### src/common/uart_lsr_regs.vh
// register map, field positions, reset values and timing counts
`ifndef UART_LSR_REGS_VH
`define UART_LSR_REGS_VH

`define OFS_TX_HOLDING 12'h000
`define OFS_LINE_STATUS 12'h004
`define OFS_FIFO_CONTROL 12'h008
`define OFS_BIT_DIVISOR 12'h00C
`define OFS_IRQ_STATUS 12'h010
`define OFS_IRQ_MASK 12'h014
`define OFS_CARD_CONTROL 12'h018

`define LSR_BREAK_BIT 4
`define LSR_TX_HOLDING_EMPTY_FLAG_BIT 5
`define LSR_TX_ALL_EMPTY_FLAG_BIT 6
`define LSR_RX_FIFO_ERROR_SUMMARY_BIT 7
`define LSR_CARD_TX_ERROR_FLAG_BIT 8

`define FCR_FIFO_EN_BIT 0
`define CARD_MODE_BIT 0
`define CARD_RETRY_LSB 1
`define CARD_RETRY_W 3

`define IRQ_BREAK_BIT 0
`define IRQ_TX_HOLDING_EMPTY_FLAG_BIT 1
`define IRQ_RX_FIFO_ERROR_SUMMARY_BIT 2
`define IRQ_CARD_TX_ERROR_FLAG_BIT 3
`define IRQ_W 4

`define DIVISOR_RESET 16'h006C
`define CHAR_BITS_RESET 4'h0A
`define RX_FIFO_DEPTH 16

`endif

### src/break_detector.v
// counts whole bit times of a low receive line and flags a break
`timescale 1ns/1ps
module break_detector #(
	parameter CHAR_BITS = 10
) (
	input wire clk_sys,
	input wire srst,
	input wire bit_tick,
	input wire rx_in,
	output reg break_pulse_ff,
	output reg hold_idle_ff
);

	reg [4:0] low_cnt_ff;
	reg [4:0] nxt_low_cnt;

	always @* begin
		nxt_low_cnt = low_cnt_ff;
		if (rx_in || hold_idle_ff) begin
			nxt_low_cnt = 5'h00;
		end else if (bit_tick) begin
			nxt_low_cnt = low_cnt_ff + 5'h01;
		end
	end

	always @(posedge clk_sys) begin
		if (srst) begin
			low_cnt_ff <= 5'h00;
			break_pulse_ff <= 1'b0;
			hold_idle_ff <= 1'b0;
		end else begin
			low_cnt_ff <= nxt_low_cnt;
			break_pulse_ff <= 1'b0;
			// start, data, parity and stop all spent low
			if (!hold_idle_ff && !rx_in && bit_tick && nxt_low_cnt == CHAR_BITS[4:0]) begin
				break_pulse_ff <= 1'b1;
				hold_idle_ff <= 1'b1;
			end else if (hold_idle_ff && rx_in) begin
				hold_idle_ff <= 1'b0;
			end
		end
	end

endmodule

### src/rx_err_fifo.v
// per-character error tags that follow the receive fifo entries
`timescale 1ns/1ps
module rx_err_fifo #(
	parameter DEPTH = 16,
	parameter AW = 4
) (
	input wire clk_sys,
	input wire srst,
	input wire push,
	input wire push_err,
	input wire push_brk,
	input wire pop,
	output wire head_valid,
	output wire head_err,
	output wire head_brk,
	output reg head_load_ff,
	output wire errs_behind
);

	reg [1:0] tag_ff [0:DEPTH-1];
	reg [AW-1:0] rd_ff;
	reg [AW-1:0] wr_ff;
	reg [AW:0] cnt_ff;
	reg [DEPTH-1:0] bad_vec;
	integer i;

	wire full = (cnt_ff == DEPTH[AW:0]);
	wire do_pop = pop && (cnt_ff != {(AW+1){1'b0}});
	// a push into a full fifo is dropped unless a pop frees a slot in the same cycle, the overrun belongs elsewhere
	wire do_push = push && (!full || do_pop);

	assign head_valid = (cnt_ff != {(AW+1){1'b0}});
	assign head_err = head_valid && tag_ff[rd_ff][0];
	assign head_brk = head_valid && tag_ff[rd_ff][1];
	assign errs_behind = |bad_vec;

	always @* begin
		bad_vec = {DEPTH{1'b0}};
		for (i = 1; i < DEPTH; i = i + 1) begin
			if (i < cnt_ff) begin
				bad_vec[i] = |tag_ff[(rd_ff + i) % DEPTH];
			end
		end
	end

	always @(posedge clk_sys) begin
		if (srst) begin
			rd_ff <= {AW{1'b0}};
			wr_ff <= {AW{1'b0}};
			cnt_ff <= {(AW+1){1'b0}};
			head_load_ff <= 1'b0;
			for (i = 0; i < DEPTH; i = i + 1) begin
				tag_ff[i] <= 2'b00;
			end
		end else begin
			if (do_push) begin
				tag_ff[wr_ff] <= {push_brk, push_err};
				wr_ff <= wr_ff + {{(AW-1){1'b0}}, 1'b1};
			end
			if (do_pop) begin
				rd_ff <= rd_ff + {{(AW-1){1'b0}}, 1'b1};
			end
			if (do_push && !do_pop) begin
				cnt_ff <= cnt_ff + {{AW{1'b0}}, 1'b1};
			end else if (do_pop && !do_push) begin
				cnt_ff <= cnt_ff - {{AW{1'b0}}, 1'b1};
			end
			// a fresh character reached the head
			head_load_ff <= (do_pop && (cnt_ff > {{(AW-1){1'b0}}, 2'b01} || do_push)) ||
				(do_push && !head_valid);
		end
	end

endmodule

### src/uart_line_status_upper.v
// upper line status flags with apb registers, break, tx empty and card error logic
//
// What this block does
// - a break is flagged when the receive line stays low for a whole character time.
// - after a break the receiver holds idle until the receive line is high again.
// - reading the line status word clears the break flag, which resets to zero.
// - with the fifo on, the break is reported with the character at the fifo head.
// - with the fifo on, break reporting follows the fifo head, with it off it is immediate.
// - holding empty (bit 5) sets once the holding register empties, clears on a write, resets to one.
// - all empty (bit 6) is high only while holding and shift registers are both empty, resets to one.
// - the error summary (bit 7) sets when a framing, parity or break character reaches the head.
// - a status read clears the error summary only when no later errored characters remain.
// - the error summary reads zero whenever the fifos are disabled.
// - in card mode the tx error flag (bit 8) sets on the nack one past the retry limit.
//
// The placing of the registers and the APB register port were decided locally.
`timescale 1ns/1ps
`include "uart_lsr_regs.vh"
module uart_line_status_upper #(
	parameter CHAR_BITS = 10,
	parameter FIFO_DEPTH = `RX_FIFO_DEPTH,
	parameter FIFO_AW = 4
) (
	input wire clk_sys,
	input wire srst,
	input wire psel,
	input wire penable,
	input wire pwrite,
	input wire [11:0] paddr,
	input wire [31:0] pwdata,
	output reg [31:0] prdata_ff,
	output reg pready_ff,
	output reg pslverr_ff,
	input wire serial_rx_input,
	input wire rx_char_push,
	input wire rx_char_err,
	input wire rx_char_pop,
	output reg rx_hold_idle_ff,
	output reg [7:0] tx_holding_register,
	output reg tx_hold_valid_ff,
	input wire tx_shift_take,
	input wire tx_shift_busy,
	input wire card_nack,
	input wire card_char_done,
	output reg irq_ff
);

	reg [15:0] divisor_ff;
	reg [15:0] div_cnt_ff;
	reg bit_tick_ff;
	reg fifo_en_ff;
	reg card_mode_ff;
	reg [`CARD_RETRY_W-1:0] card_retry_limit;
	reg [`CARD_RETRY_W:0] nack_cnt_ff;
	reg break_seen_flag;
	reg rx_fifo_error_summary;
	reg card_tx_error_flag;
	reg tx_holding_empty_flag_prev_ff;
	reg [`IRQ_W-1:0] irq_stat_ff;
	reg [`IRQ_W-1:0] irq_mask_ff;
	reg [`IRQ_W-1:0] nxt_irq_stat;
	reg [31:0] nxt_rdata;
	reg nxt_err;

	wire brk_pulse;
	wire brk_idle;
	wire head_valid;
	wire head_err;
	wire head_brk;
	wire head_load;
	wire errs_behind;

	// completion is the second access cycle, pready comes from a flop
	wire acc = psel && penable && !pready_ff;
	wire done = psel && penable && pready_ff;
	wire wr_done = done && pwrite && !pslverr_ff;
	wire lsr_read = done && !pwrite && (paddr == `OFS_LINE_STATUS);

	wire tx_holding_empty_flag = !tx_hold_valid_ff;
	wire tx_all_empty_flag = !tx_hold_valid_ff && !tx_shift_busy;

	wire thr_write = wr_done && (paddr == `OFS_TX_HOLDING);
	wire brk_event = fifo_en_ff ? (head_load && head_brk) : brk_pulse;
	wire err_head_event = head_load && (head_err || head_brk);
	wire card_tx_error_flag_event = card_mode_ff && card_nack &&
		(nack_cnt_ff == {1'b0, card_retry_limit});
	wire tx_holding_empty_flag_event = tx_holding_empty_flag && !tx_holding_empty_flag_prev_ff;

	break_detector #(
		.CHAR_BITS(CHAR_BITS)
	) u_brk (
		.clk_sys(clk_sys),
		.srst(srst),
		.bit_tick(bit_tick_ff),
		.rx_in(serial_rx_input),
		.break_pulse_ff(brk_pulse),
		.hold_idle_ff(brk_idle)
	);

	// a detected break enters the fifo as an all-zero character with its tag
	rx_err_fifo #(
		.DEPTH(FIFO_DEPTH),
		.AW(FIFO_AW)
	) u_tags (
		.clk_sys(clk_sys),
		.srst(srst),
		.push(fifo_en_ff && (rx_char_push || brk_pulse)),
		.push_err(rx_char_err && !brk_pulse),
		.push_brk(brk_pulse),
		.pop(fifo_en_ff && rx_char_pop),
		.head_valid(head_valid),
		.head_err(head_err),
		.head_brk(head_brk),
		.head_load_ff(head_load),
		.errs_behind(errs_behind)
	);

	// bit time divider, one tick per received bit period
	always @(posedge clk_sys) begin
		if (srst) begin
			div_cnt_ff <= 16'h0000;
			bit_tick_ff <= 1'b0;
		end else if (div_cnt_ff >= divisor_ff - 16'h0001) begin
			div_cnt_ff <= 16'h0000;
			bit_tick_ff <= 1'b1;
		end else begin
			div_cnt_ff <= div_cnt_ff + 16'h0001;
			bit_tick_ff <= 1'b0;
		end
	end

	always @* begin
		nxt_rdata = 32'h0000_0000;
		nxt_err = 1'b0;
		case (paddr)
		`OFS_TX_HOLDING: begin
			nxt_rdata = 32'h0000_0000;
		end
		`OFS_LINE_STATUS: begin
			// bits 31..9 stay zero
			nxt_rdata[`LSR_BREAK_BIT] = break_seen_flag;
			nxt_rdata[`LSR_TX_HOLDING_EMPTY_FLAG_BIT] = tx_holding_empty_flag;
			nxt_rdata[`LSR_TX_ALL_EMPTY_FLAG_BIT] = tx_all_empty_flag;
			nxt_rdata[`LSR_RX_FIFO_ERROR_SUMMARY_BIT] = rx_fifo_error_summary && fifo_en_ff;
			nxt_rdata[`LSR_CARD_TX_ERROR_FLAG_BIT] = card_tx_error_flag;
		end
		`OFS_FIFO_CONTROL: begin
			nxt_rdata[`FCR_FIFO_EN_BIT] = fifo_en_ff;
		end
		`OFS_BIT_DIVISOR: begin
			nxt_rdata[15:0] = divisor_ff;
		end
		`OFS_IRQ_STATUS: begin
			nxt_rdata[`IRQ_W-1:0] = irq_stat_ff;
		end
		`OFS_IRQ_MASK: begin
			nxt_rdata[`IRQ_W-1:0] = irq_mask_ff;
		end
		`OFS_CARD_CONTROL: begin
			nxt_rdata[`CARD_MODE_BIT] = card_mode_ff;
			nxt_rdata[`CARD_RETRY_LSB +: `CARD_RETRY_W] = card_retry_limit;
		end
		default: begin
			nxt_err = 1'b1;
		end
		endcase
	end

	// apb slave: answer registered, unmapped addresses give pslverr
	always @(posedge clk_sys) begin
		if (srst) begin
			pready_ff <= 1'b0;
			prdata_ff <= 32'h0000_0000;
			pslverr_ff <= 1'b0;
		end else if (acc) begin
			pready_ff <= 1'b1;
			prdata_ff <= pwrite ? 32'h0000_0000 : nxt_rdata;
			pslverr_ff <= nxt_err;
		end else begin
			pready_ff <= 1'b0;
			prdata_ff <= 32'h0000_0000;
			pslverr_ff <= 1'b0;
		end
	end

	// control registers; the line status word ignores writes
	always @(posedge clk_sys) begin
		if (srst) begin
			fifo_en_ff <= 1'b0;
			divisor_ff <= `DIVISOR_RESET;
			irq_mask_ff <= {`IRQ_W{1'b0}};
			card_mode_ff <= 1'b0;
			card_retry_limit <= {`CARD_RETRY_W{1'b0}};
		end else if (wr_done) begin
			case (paddr)
			`OFS_FIFO_CONTROL: begin
				fifo_en_ff <= pwdata[`FCR_FIFO_EN_BIT];
			end
			`OFS_BIT_DIVISOR: begin
				// zero would stall the tick, treat it as one
				divisor_ff <= (pwdata[15:0] == 16'h0000) ? 16'h0001 : pwdata[15:0];
			end
			`OFS_IRQ_MASK: begin
				irq_mask_ff <= pwdata[`IRQ_W-1:0];
			end
			`OFS_CARD_CONTROL: begin
				card_mode_ff <= pwdata[`CARD_MODE_BIT];
				card_retry_limit <= pwdata[`CARD_RETRY_LSB +: `CARD_RETRY_W];
			end
			default: begin
				fifo_en_ff <= fifo_en_ff;
			end
			endcase
		end
	end

	// transmit holding register; a write while full overwrites the byte
	always @(posedge clk_sys) begin
		if (srst) begin
			tx_holding_register <= 8'h00;
			tx_hold_valid_ff <= 1'b0;
			tx_holding_empty_flag_prev_ff <= 1'b1;
		end else begin
			tx_holding_empty_flag_prev_ff <= tx_holding_empty_flag;
			if (thr_write) begin
				tx_holding_register <= pwdata[7:0];
				tx_hold_valid_ff <= 1'b1;
			end else if (tx_shift_take) begin
				tx_hold_valid_ff <= 1'b0;
			end
		end
	end

	// receive side status flags; a new event wins over a clearing read
	always @(posedge clk_sys) begin
		if (srst) begin
			break_seen_flag <= 1'b0;
			rx_fifo_error_summary <= 1'b0;
			rx_hold_idle_ff <= 1'b0;
		end else begin
			rx_hold_idle_ff <= brk_idle || brk_pulse;
			if (brk_event) begin
				break_seen_flag <= 1'b1;
			end else if (lsr_read) begin
				break_seen_flag <= 1'b0;
			end
			if (!fifo_en_ff) begin
				rx_fifo_error_summary <= 1'b0;
			end else if (err_head_event) begin
				rx_fifo_error_summary <= 1'b1;
			end else if (lsr_read && !errs_behind) begin
				rx_fifo_error_summary <= 1'b0;
			end
		end
	end

	// card retry counting: each nack is one rejection of the current character
	always @(posedge clk_sys) begin
		if (srst) begin
			nack_cnt_ff <= {(`CARD_RETRY_W+1){1'b0}};
			card_tx_error_flag <= 1'b0;
		end else begin
			if (card_char_done || !card_mode_ff) begin
				nack_cnt_ff <= {(`CARD_RETRY_W+1){1'b0}};
			end else if (card_nack && !(&nack_cnt_ff)) begin
				nack_cnt_ff <= nack_cnt_ff + {{`CARD_RETRY_W{1'b0}}, 1'b1};
			end
			if (card_tx_error_flag_event) begin
				card_tx_error_flag <= 1'b1;
			end else if (lsr_read) begin
				card_tx_error_flag <= 1'b0;
			end
		end
	end

	always @* begin
		nxt_irq_stat = irq_stat_ff;
		if (wr_done && paddr == `OFS_IRQ_STATUS) begin
			nxt_irq_stat = irq_stat_ff & ~pwdata[`IRQ_W-1:0];
		end
		if (brk_event) begin
			nxt_irq_stat[`IRQ_BREAK_BIT] = 1'b1;
		end
		if (tx_holding_empty_flag_event) begin
			nxt_irq_stat[`IRQ_TX_HOLDING_EMPTY_FLAG_BIT] = 1'b1;
		end
		if (err_head_event && fifo_en_ff) begin
			nxt_irq_stat[`IRQ_RX_FIFO_ERROR_SUMMARY_BIT] = 1'b1;
		end
		if (card_tx_error_flag_event) begin
			nxt_irq_stat[`IRQ_CARD_TX_ERROR_FLAG_BIT] = 1'b1;
		end
	end

	// sticky interrupt status, write one to clear, set wins
	always @(posedge clk_sys) begin
		if (srst) begin
			irq_stat_ff <= {`IRQ_W{1'b0}};
			irq_ff <= 1'b0;
		end else begin
			irq_stat_ff <= nxt_irq_stat;
			irq_ff <= |(nxt_irq_stat & irq_mask_ff);
		end
	end

endmodule

### config.mk
export PLATFORM = sky130hd
export DESIGN_NAME = uart_line_status_upper
export DESIGN_NICKNAME = d
export VERILOG_FILES = /design/src/break_detector.v /design/src/rx_err_fifo.v /design/src/uart_line_status_upper.v
export VERILOG_INCLUDE_DIRS = /design/src /design/src/common
export SDC_FILE = /design/constraint.sdc
export NUM_CORES = 1
export LEC_CHECK = 0
export ABC_AREA = 1
export BUFFER_PORTS_ARGS = -buffer_cell sky130_fd_sc_hd__buf_2
export CAP_MARGIN = 10
export CORE_UTILIZATION = 40
export DETAILED_ROUTE_END_ITERATION = 7
export GPL_TIMING_DRIVEN = 0
export SKIP_LAST_GASP = 1
export SYNTH_ARGS = -nofsm -noshare
export SYNTH_HDL_FRONTEND = slang
export SYNTH_HIERARCHICAL = 1
export SYNTH_SLANG_ARGS = --single-unit
### constraint.sdc
create_clock -name clk_sys -period 2.7 [get_ports clk_sys]
set_input_delay 0.135 -clock clk_sys [delete_from_list [all_inputs] [get_ports clk_sys]]
set_output_delay 0.135 -clock clk_sys [all_outputs]
set_load 0.02 [all_outputs]
After elaboration in Yosys (flattened, before gate mapping) --
Memory sizes are Yosys's and may differ from the RTL's. A register that Yosys moved wholly into a read port is not among the register bits. Index checks and enable logic that the tools add are counted. W data, S select, Z words.
Word-level totals: bits in registers 120, bits in latches 0, memory bits (writable) 32, ROM bits 0, input port bits 57, output and inout port bits 45, logic and storage cells 234, memories 1
Cells by class: add/subtract/negate cells 23, multipliers 0, div/mod/pow operators 0, order comparisons 17, equal/unequal tests 9, shift operators 0, mux-type cells 52, bitwise operators 6, reduce and logical (&&, ||, !) cells 97
Memories:
- u_tags.tag_ff | words 16, width 2, rd ports 16, clocked after Yosys merged registers in 1, wr ports 16, RTL line rx_err_fifo.v:20 | reg [1:0] tag_ff [0:DEPTH-1];
Operators with widths (count):
- $lt A4 B5 Y1 const A | 8
- $reduce_or A2 Y1 | 20
- $mux W1 | 39
- $eq A12 B5 Y1 const B | 3
- $logic_and A1 B1 Y1 | 34
- $add A4 B4 Y4 const B | 8
- $eq A12 B4 Y1 const B | 2
- $lt A3 B5 Y1 const A | 4
- $mux W5 | 4
- $add A16 B1 Y16 const B | 1
- $add A4 B1 Y4 const B | 4
- $add A4 B3 Y4 const B | 4
- $ge A16 B16 Y1 | 1
- $logic_not A1 Y1 | 16
- $logic_not A16 Y1 | 1
- $mux W16 | 1
- $mux W4 | 4
- $sub A16 B1 Y16 const B | 1
- $reduce_or A15 Y1 | 1
- $eq A12 B3 Y1 const B | 1
- $logic_not A12 Y1 | 1
- $pmux W3 S4 | 1
- $reduce_bool A2 Y1 | 6
- $add A5 B1 Y5 const B | 2
- other kinds (21) | 37

Depth between registers and ports, before layout --
Gate-level depths: netlist of run 1.
depth in word-level cells 9, depth in mapped cells 21, depth with buffers taken out 19

By module --
The synthesis of run 1 kept the hierarchy.
Modules (own cells, without submodules):
- uart_line_status_upper | instances 1, cells each 606, area an instance 4411.7 um2, seq. area each 1661.6 um2
- rx_err_fifo | instances 1, cells each 665, area an instance 4249.1 um2, seq. area each 1321.3 um2
- break_detector | instances 1, cells each 44, area an instance 311.5 um2, seq. area each 140.1 um2

Worst setup path before layout of run 1 --
OpenSTA, ideal clock, no wires.
path kind register -> register, from register divisor_ff[0], to register div_cnt_ff[14], data arrival time 2.510 ns, slack 0.073 ns, cell stages (with the launch flop) 18, clock period less this slack 2.627 ns, cell sequence dfxtp_1 > inv_1 > ha_1 > nand2_1 > nor2_1 > nand3b_1 > nor2_2 > nand2_1 > nor3_2 > xor2_1 > inv_1 > ha_1 > nand2_1 > nor3_1 > nand3_1 > nand4_2 > buf_2 > nor2_1
On the way: cells in the longest elaborated chain, start to end 3
Ends and longest elaborated chain:
- from (decl) | RTL line uart_line_status_upper.v:48 | reg [15:0] divisor_ff;
- from (signal assigned) | RTL line uart_line_status_upper.v:190 | divisor_ff <= `DIVISOR_RESET;
- from (signal assigned) | RTL line uart_line_status_upper.v:201 | divisor_ff <= (pwdata[15:0] == 16'h0000) ? 16'h0001 : pwdata[15:0];
- $sub A16 B1 Y16 | RTL line uart_line_status_upper.v:123 | end else if (div_cnt_ff >= divisor_ff - 16'h0001) begin
- $ge A16 B16 Y1 | RTL line uart_line_status_upper.v:123
- $reduce_or A2 Y1 (no source line)
- to (signal assigned) | RTL line uart_line_status_upper.v:127 | div_cnt_ff <= div_cnt_ff + 16'h0001;
- to (decl) | RTL line uart_line_status_upper.v:49 | reg [15:0] div_cnt_ff;
Every way passes these cells. A chain may end at the register's enable or synchronous reset.

Worst setup path in the final report of run 1 --
from register divisor_ff[0], to register div_cnt_ff[0]
The elaborated chain is that of the path after synthesis.

==> results by group, run 1 <==
Pwr
  – Peak VDD IR: 337 uV
  – Clk network pwr share: 44.9%
  – Seq pwr share: 48.5%
  – P_int: 3.46 mW
  – Switching power: approximately 1.1 mW
  – Power per cell area: 419 nW/um^2
  – Gate power share: under 10%
  – Total power: 4.52 mW
  – Switching part of the total: 23.4%
  – Pleak: 4.84 nW

Logic synthesis
  – Post-synthesis simple-gate area fraction: around 36%
  – Xor-xnor portion of the synthesized cell area: 3.42%
  – Mapped Area: 8970 um^2
  – Syn_area_per_cell: 6.82 um^2
  – Synth Area in Compound Gates: about a tenth
  – Cells after synthesis: 1315
  – Register area share after synthesis: 34.8%
  – Synth warn: 6
  – Largest family of logic cells by synthesized area: simple AND/OR/NAND/NOR gates
  – Ys flop type: dfxtp_1
  – Multiplexer share of the synthesized area: 0.335%
  – Post-synth ARST share: 0%
  – Register bit count reported by yosys: 140
  – Post-synth EDFFs: 32
  – Synth cell types: 55
  – Synth Area in Adders: approximately 5.2%

Drt
  – Detailed Route Iter0 Violations: 521
  – Via-per-instance ratio: between 5 and 6
  – Vias: 8887
  – Drt drc: 0
  – Drt total wl: 26000 um
  – DRT antenna net count: 0
  – DRT Pass-1 Iters: 5
  – Drt wl/cell: approximately 15 um

Setup path
  – CP max stage delay: 0.33 ns
  – Worst endpoint required time: 3.01 ns
  – CP Capture Type: register
  – Worst Path Buf+Inv: 3
  – Slowest cell on crit path: dfxtp_2
  – CP Launch Type: register
  – Critical Path AT: 2.97 ns
  – Critical path's top delay family: simple AND/OR/NAND/NOR gates
  – Critical path cell sequence: inv_2 -> ha_4 -> nand2_2 -> nor2_2 -> nand3b_1 -> nor2_4 -> nand2_2 -> nor3_2 -> xor2_1 -> inv_1 -> ha_4 -> nand2_4 -> nor3_4 -> nand3_2 -> nand4_4 -> buf_6 -> nor2_1
  – CP Class: register to register
  – Crit-path max FO: 5

Layout
  – Post-layout util: between 40% and 50%
  – NumNets Final: 1544
  – Layout cell share with drive strength beyond 1: a little under a fifth
  – Commonest non-fill, non-tap cell in the layout: nand2_1
  – Fill count: 2246
  – Layout Cells excl Fill: 1741
  – Syn-to-layout area delta: 20.3%
  – Final Instance Area: roughly 11000 um^2
  – Antenna cells: 0
  – Commonest cells after routing, fill and taps aside: nand2_1, nand3_1, inv_1, nor2_1, dfxtp_1

Die
  – Die area: 23000 um^2
  – Ports: just over 100
  – Die Wd: 152 um
  – Core Region: 21900 um^2
  – Rows: 54
  – Die Y: 152 um
  – Initial Util: 41.0%

Placement
  – Routability congestion estimate: 0.919
  – Pre-CTS setup slack: -0.557 ns
  – DP Area: 9720 um^2
  – Number of I/O port buffers: 68
  – Inst Count DP: 1678
  – HPWL after DPL: 20100 um

Global routing
  – Vias in the first global route: approximately 8.2k
  – Initial antenna violation count: 0
  – Gr ovfl total: 0
  – First-pass GRT wire length: about 42000 um
  – Total GRT Usage: between 20% and 30%
  – Largest net degree at the start of global routing: 17

Timing
  – Final Hold Slack: 0.0221 ns
  – Maximum operating frequency: 0.376 GHz
  – Setup TNS: 0 ns
  – Worst rel slew slack: between 50% and 60%
  – Tcrit/Tclk final: 98.6%
  – RSZ-0062 raised after global routing: true
  – Worst setup margin: 0.0373 ns
  – Fin crit period: about 2.7 ns
  – Final hold violation count: 0
  – Final Max Tran Viols: 0
  – Endpoints failing setup: 0
  – Actual slew at the worst max-slew pin: about 0.68 ns
  – Worst Skew: about 0.0065 ns

CTS
  – Buffer depth of the longest clock path: 2
  – Cts bufs inserted: 17
  – Clock latency on the worst-skew pair: 0.41 ns
  – Clock Pin Slew Worst Setup and Hold Paths: approximately 0.060 ns
  – Clock Sinks: 140
  – H-tree Lvls: 4
  – CTS tree: done
  – Root buffer cell: clkbuf_16

Status
  – Status: finished, final reports clean

Flow run
  – Max-cap viol count: 0

Worst hold path
  – Hold WC Path Type: input port to register
## Yosys cell counts (all sizes together), types with 2 or more instances
| cell | count | area [um^2] |
|---|---|---|
| inv | 153 | 574 |
| o221ai | 3 | 26.3 |
| nor3b | 2 | 20.0 |
| xnor2 | 8 | 77.6 |
| o21bai | 2 | 15.0 |
| xor2 | 24 | 229 |
| a21oi | 72 | 360 |
| a21o | 2 | 15.0 |
| nand2 | 369 | 1400 |
| o21ai | 53 | 265 |
| nor4 | 6 | 52.6 |
| buf | 38 | 293 |
| a31oi | 5 | 31.3 |
| a211oi | 2 | 15.0 |
| nand3b | 3 | 22.5 |
| mux2i | 3 | 30.0 |
| nand3 | 159 | 816 |
| ha | 37 | 463 |
| nor2 | 158 | 642 |
| o211ai | 8 | 60.1 |
| nor3 | 15 | 100 |
| or2 | 5 | 31.3 |
| o22ai | 7 | 43.8 |
| and2 | 2 | 12.5 |
| edfxtp | 32 | 961 |
| dfxtp | 108 | 2160 |
| clkbuf | 12 | 45.0 |
| nand4 | 15 | 121 |
| a32oi | 3 | 26.3 |
## area by class of cell
type / count / area [um^2] / share of cell area, %
Tap cell: 280 / 350 / 3.24
Sequential cell: 140 / 3130 / 29.0
Clock inverter: 9 / 50.0 / 0.464
Multi-Input combinational cell: 986 / 5220 / 48.3
Clock buffer: 21 / 460 / 4.26
Timing Repair Buffer: 103 / 642 / 5.95
Inverter: 154 / 592 / 5.48
Buffer: 48 / 353 / 3.27
## worst register-to-register path: stages (launching register included)
cell,delay (ns)
dfxtp_2,0.33
inv_2,0.08
ha_4,0.14
nand2_2,0.04
nor2_2,0.09
nand3b_1,0.18
nor2_4,0.16
nand2_2,0.10
nor3_2,0.13
xor2_1,0.18
inv_1,0.09
ha_4,0.28
nand2_4,0.06
nor3_4,0.22
nand3_2,0.14
nand4_4,0.12
buf_6,0.16
nor2_1,0.04
## state kept, by name (all words and copies together), names as in the netlist, 5 cells and up, named ones only
register / cells
div_cnt_ff: 16
divisor_ff: 16
prdata_ff: 16
tx_holding_register: 8
u_brk/low_cnt_ff: 5
u_tags/cnt_ff: 5
u_tags/tag_ff: 32
## per-layer routing
metal	track usage, %	share of wire, %
met4	9.11	2.7
met3	3.92	5.5
met5	0	0
met1	32.2	48
met2	36.7	44
## power groups by stage
stage	clock network [mW]	logic [mW]	registers, mW
5_1_grt	2.16	0.332	2.19
6_report	2.03	0.298	2.19
2_1_floorplan	0	0.172	2.22
3_5_place_dp	0	0.268	2.24
4_1_cts	2.07	0.290	2.19
3_3_place_gp	0	0.265	2.24
## path summary, 6_finish.rpt
path	end	slack [ns]	cells after the start	from
worst max-delay path	div_cnt_ff[0]	0.04	17	divisor_ff[0]
worst min-delay path	tx_holding_register[6]	0.02	3	pwdata[6]
worst max register to register	div_cnt_ff[0]	0.04	17	divisor_ff[0]
worst min register to register	tx_holding_register[4]	0.45	2	tx_holding_register[4]
## cell families (layout without fill, tap and decap cells)
kind of cell / after synthesis / count (layout)
AO/OA/AOI/OAI: 163 / 163
adder cells (fa/ha/maj): 37 / 37
AND/OR/NAND/NOR: 735 / 735
XOR/XNOR: 32 / 32
other: 1 / 16
flip-flops: 140 / 140
buffers and inverters: 204 / 335
multiplexers: 3 / 3
## repair_timing
action,4_1_cts,5_1_grt
pin swaps,16,19
resized for setup,43,45
endpoints found under the setup margin,18,20
setup buffers,9,12
hold endpoints to repair,12,0
gates cloned,1,1
hold buffers,12,0
No activity file was read; power rests on OpenSTA's default activity.
==> run 2, diff against run 1 <==
CELL_PAD_IN_SITES_DETAIL_PLACEMENT = 0   (was not set)
CELL_PAD_IN_SITES_GLOBAL_PLACEMENT = 1   (was not set)
CORE_UTILIZATION = 38   (was 40)
PLACE_DENSITY_LB_ADDON = 0.1   (was not set)
==> results by group, run 2 (synthesis results as in run 1) <==
Timing
  – Tcrit/Tclk final: 97.5%
  – Maximum operating frequency: 0.380 GHz
  – Actual slew at the worst max-slew pin: 0.703 ns
  – Worst rel slew slack: 53.1%
  – RSZ-0062 raised after global routing: true
  – Final Hold Slack: 0.0108 ns
  – Final Max Tran Viols: 0
  – Endpoints failing setup: 0
  – Fin crit period: 2.63 ns
  – Worst Skew: between 0.01 and 0.015 ns
  – Final hold violation count: 0

Setup path
  – Critical Path AT: 2.94 ns
  – FF-to-FF path depth: 16
  – CP Class: register to register
  – Worst r2r src: divisor_ff[0]
  – CP Capture Type: register
  – CP max stage delay: 0.33 ns
  – Crit-path max FO: 6
  – R2R setup slack: between 0.06 and 0.07 ns
  – Worst endpoint required time: ~3 ns
  – Slowest cell on crit path: dfxtp_2
  – R2R Path End: div_cnt_ff[5]
  – Critical path cell sequence: inv_2 -> ha_4 -> nand2_4 -> nor2_4 -> nand3b_1 -> nor2_2 -> buf_4 -> nand2_1 -> xor2_1 -> ha_1 -> nand4_1 -> nor3_4 -> nand3_2 -> nand4_4 -> buf_6 -> a21oi_2
  – CP Launch Type: register

CTS
  – Cts bufs inserted: 17
  – Root buffer cell: clkbuf_16
  – H-tree Lvls: 4
  – Clock latency on the worst-skew pair: 0.42 ns
  – Buffer depth of the longest clock path: 2
  – Clock Sinks: 140
  – Clock Pin Slew Worst Setup and Hold Paths: 0.06 ns
  – CTS tree: done

Layout
  – Antenna cells: 0
  – Layout Cells excl Fill: 1773
  – Final Instance Area: ~11000 um^2
  – Post-layout util: about 48%
  – Commonest non-fill, non-tap cell in the layout: nand2_1
  – Layout cell share with drive strength beyond 1: 18.2%
  – Syn-to-layout area delta: 21.9%
  – Largest register FFs: 32
  – Commonest cells after routing, fill and taps aside: nand2_1, nand3_1, nor2_1
  – NumNets Final: 1542
  – Largest Register: u_tags/tag_ff

Drt
  – Vias: 8841
  – Via-per-instance ratio: 4.99
  – Drt drc: 0
  – Drt wl/cell: around 15 um
  – DRT antenna net count: 0
  – DRT Pass-1 Iters: 5
  – Drt total wl: 27100 um
  – Detailed Route Iter0 Violations: 584

Placement
  – HPWL after DPL: approximately 21000 um
  – Inst Count DP: ~1.7k
  – Routability congestion estimate: 0.917
  – Number of I/O port buffers: 68
  – DP Area: between 9000 and 10000 um^2

Status
  – Status: finished, final reports clean

Die
  – Die Wd: approximately 160 um
  – Core Region: roughly 23000 um^2
  – Die Y: 156 um
  – Ports: approximately 100
  – Initial Util: 39.2%
  – Die area: roughly 24000 um^2
  – Rows: 55

Pwr
  – Peak VDD IR: 389 uV
  – Total power: 4.87 mW
  – Pleak: 4.88 nW
  – Power per cell area: 445 nW/um^2

Global routing
  – Largest net degree at the start of global routing: 17
  – Vias in the first global route: 8105
  – Gr ovfl total: 0
  – Initial antenna violation count: 0
  – First-pass GRT wire length: 42700 um
  – Total GRT Usage: 22.8%

Worst hold path
  – Worst hold stages: 3
  – Hold path start: penable
  – Hold WC Path Type: input port to register
  – WHS Endpoint: pready_ff

Flow run
  – Max-cap viol count: 0
==> run 2: changes by cell type in the layout (fill, tap and decap cells not counted), moves of 3 or more <==
| cell | delta |
|---|---|
| bufinv_16 | +3 |
| clkinv_4 | +3 |
| clkinv_2 | -6 |
| inv_6 | +3 |
| buf_6 | -3 |
| buf_4 | -3 |
==> run 2: layout make-up <==
class / instances / area [um^2]
plain buffers: 47 / 345
clock buffers: 18 / 429
clock inverters: 13 / 166
fillers: 2401 / 12000
inverters: 154 / 591
multi-input cells: 986 / 5230
flip-flops and latches: 140 / 3130
well taps: 313 / 392
repair buffers: 102 / 653
==> run 2: worst max path at each step <==
| stage | startpoint | endpoint | slack (ns) | cells after the start |
|---|---|---|---|---|
| 2_1_floorplan | divisor_ff[0] | div_cnt_ff[14] | 0.07 | 17 |
| 3_3_place_gp | divisor_ff[0] | div_cnt_ff[14] | -0.55 | 17 |
| 3_5_place_dp | divisor_ff[0] | div_cnt_ff[14] | -0.61 | 17 |
| 4_1_cts | divisor_ff[1] | div_cnt_ff[5] | -0.03 | 17 |
| 5_1_grt | divisor_ff[1] | div_cnt_ff[7] | -0.06 | 17 |
| 6_report | divisor_ff[0] | div_cnt_ff[5] | 0.07 | 16 |
==> run 2: where the power goes <==
part	internal (mW)	total [mW]	switching, mW
sequential	2.16	2.19	0.0297
clock	1.46	2.38	0.925
combinational	0.108	0.300	0.192
==> run 2: critical path: cells and delay by family, from the launching register on <==
family                   cells  cell delay (ns)
AO/OA/AOI/OAI                1             0.04
XOR/XNOR                     1             0.16
adder cells (fa/ha/maj)      2             0.44
buffers and inverters        3             0.38
flip-flops                   1             0.33
AND/OR/NAND/NOR              9             1.17
==> run 2: what timing repair did <==
action	CTS	global route
pin swaps	17	19
endpoints found under the setup margin	18	23
hold buffers	14	0
buffers inserted	7	11
hold endpoints to repair	14	0
gates resized for setup	55	36
cloned	1	1
==> run 2: metal layers <==
metal | vias up | GRT usage, % | wire [um]
li1 | 4529 | - | -
met3 | 24 | 3.17 | 1110
met2 | 208 | 36.7 | 12300
met5 | - | 0 | 0
met1 | 4080 | 31.7 | 13300
met4 | 0 | 6.63 | 391
==> run 2: through the flow <==
step	TNS (ns)	setup WS (ns)
5_1_grt	-0.805	-0.0604
3_5_place_dp	-8.63	-0.606
6_report	0	0.0687
3_3_place_gp	-7.61	-0.547
2_1_floorplan	0	0.0726
4_1_cts	-0.312	-0.0332
==> run 3, diff against run 2 <==
CELL_PAD_IN_SITES_DETAIL_PLACEMENT = 1   (was 0)
CELL_PAD_IN_SITES_GLOBAL_PLACEMENT = 2   (was 1)
CORE_UTILIZATION = 25   (was 38)
==> results by group, run 3 (synthesis results as in run 1) <==
Layout
  – Post-layout util: 31.9%
  – Largest register FFs: 32
  – Largest Register: u_tags/tag_ff
  – Antenna cells: 0
  – Commonest non-fill, non-tap cell in the layout: nand2_1
  – Layout cell share with drive strength beyond 1: 19.4%
  – Syn-to-layout area delta: 26.0%
  – Final Instance Area: 11300 um^2
  – Commonest cells after routing, fill and taps aside: nand2_1, nand3_1, inv_1
  – Layout Cells excl Fill: between 1.5k and 2k
  – Fill count: around 4.5k
  – NumNets Final: 1547

Timing
  – Tcrit/Tclk final: 97.7%
  – Actual slew at the worst max-slew pin: around 0.75 ns
  – Maximum operating frequency: 0.379 GHz
  – Setup TNS: 0 ns
  – RSZ-0062 raised after global routing: true
  – Endpoints failing setup: 0
  – Final hold violation count: 0
  – Final Max Tran Viols: 0
  – Fin crit period: 2.64 ns
  – Worst rel slew slack: 49.9%
  – Worst Skew: about 0.0095 ns
  – Worst setup margin: about 0.063 ns

Pwr
  – Clk network pwr share: 49.4%
  – Pleak: just under 5 nW
  – Peak VDD IR: 416 uV
  – Switching power: 1.17 mW
  – Gate power share: 6.4%
  – Power per cell area: 438 nW/um^2
  – P_int: 3.79 mW
  – Switching part of the total: 23.5%
  – Seq pwr share: 44.2%

Die
  – Core Region: 35500 um^2
  – Die area: roughly 37000 um^2
  – Die Wd: roughly 190 um
  – Initial Util: between 20% and 30%
  – Die Y: 191 um
  – Ports: 102
  – Rows: 69

Drt
  – Via-per-instance ratio: 4.56
  – DRT Pass-1 Iters: 4
  – DRT antenna net count: 0
  – Detailed Route Iter0 Violations: ~280
  – Drt total wl: approximately 33000 um
  – Vias: 8784
  – Drt wl/cell: 16.9 um
  – Drt drc: 0

Global routing
  – Total GRT Usage: 18.2%
  – Vias in the first global route: 9000
  – Largest net degree at the start of global routing: 17
  – Initial antenna violation count: 0
  – Gr ovfl total: 0
  – First-pass GRT wire length: 50300 um

Placement
  – HPWL after DPL: ~26000 um
  – Pre-CTS setup slack: -0.671 ns
  – Number of I/O port buffers: roughly 70
  – Routability congestion estimate: 0.837
  – DP Area: 9950 um^2
  – Inst Count DP: 1859

CTS
  – H-tree Lvls: 4
  – Clock Sinks: 140
  – Cts bufs inserted: 17
  – Root buffer cell: clkbuf_16
  – Buffer depth of the longest clock path: 2
  – Clock latency on the worst-skew pair: 0.43 ns
  – CTS tree: done
  – Clock Pin Slew Worst Setup and Hold Paths: roughly 0.060 ns

Setup path
  – CP Launch Type: register
  – CP Capture Type: register
  – Critical Path AT: 2.96 ns
  – CP Class: register to register
  – Worst endpoint required time: 3.02 ns
  – Crit-path max FO: 5

Worst hold path
  – Hold WC Path Type: input port to register

Flow run
  – Max-cap viol count: 0

Status
  – Status: finished, final reports clean
run 3: cell types whose count changed in the layout (fill, tap and decap cells not counted), sizes merged:
cell / before / now
buf: 123 / 126
clkbuf: 30 / 33
clkinv: 5 / 6
clkinvlp: 2 / 3
dlygate4sd3: 14 / 15
inv: 157 / 152
run 3: final timing paths:
path	from	to	slack (ns)	cells past startpoint
max	divisor_ff[1]	div_cnt_ff[14]	0.06	17
min reg2reg	tx_holding_register[6]	tx_holding_register[6]	0.45	2
min	pwdata[5]	divisor_ff[5]	0.03	3
max reg2reg	divisor_ff[1]	div_cnt_ff[14]	0.06	17
run 3: layout make-up:
type | count | area [um^2] | share of cell area (%)
Multi-Input combinational cell | 986 | 5300 | 46.9
Sequential cell | 140 | 3130 | 27.7
Timing Repair Buffer | 107 | 721 | 6.38
Inverter | 154 | 602 | 5.32
Tap cell | 461 | 577 | 5.10
Clock buffer | 20 | 468 | 4.14
Buffer | 47 | 360 | 3.19
Clock inverter | 10 | 139 | 1.23
run 3: power by group through the flow:
stage | registers (mW) | clock network (mW) | logic, mW
final | 2.19 | 2.45 | 0.316
after global routing | 2.19 | 2.61 | 0.353
after CTS | 2.19 | 2.52 | 0.315
after detailed placement | 2.24 | 0 | 0.289
after global placement | 2.24 | 0 | 0.285
after floorplan | 2.22 | 0 | 0.172
run 3: worst max-delay path: stages (launching register included):
cell	delay (ns)
dfxtp_4	0.37
inv_4	0.07
ha_4	0.13
nand2_2	0.05
nor2_2	0.10
nand3b_1	0.15
nor2_4	0.16
nand2_4	0.09
nor3_4	0.12
xor2_1	0.15
inv_1	0.08
ha_4	0.27
nand2_4	0.07
nor3_4	0.22
nand3_2	0.15
nand4_4	0.13
buf_6	0.15
nor2_1	0.05
run 3: per-layer routing:
metal | up-vias | GRT usage (%) | routed length, um
met5 | - | 0 | 0
met4 | 0 | 6.11 | 786
met3 | 27 | 2.44 | 589
met2 | 92 | 31.9 | 15800
met1 | 4130 | 22.9 | 15400
li1 | 4535 | - | -
run 3: repair_timing:
action / 4_1_cts / 5_1_grt
setup endpoints to repair: 20 / 54
hold endpoints to repair: 16 / 0
pin swaps: 17 / 36
gates cloned: 2 / 2
hold buffers: 15 / 0
resized for setup: 62 / 59
setup buffers: 9 / 11
run 3: per-stage QoR:
stage          total power [mW]  hold WS [ns]
6_report                   4.96        0.0274
5_1_grt                    5.15        0.0159
4_1_cts                    5.03        0.0100
3_5_place_dp               2.53         0.323
3_3_place_gp               2.52         0.315
2_1_floorplan              2.40         0.207
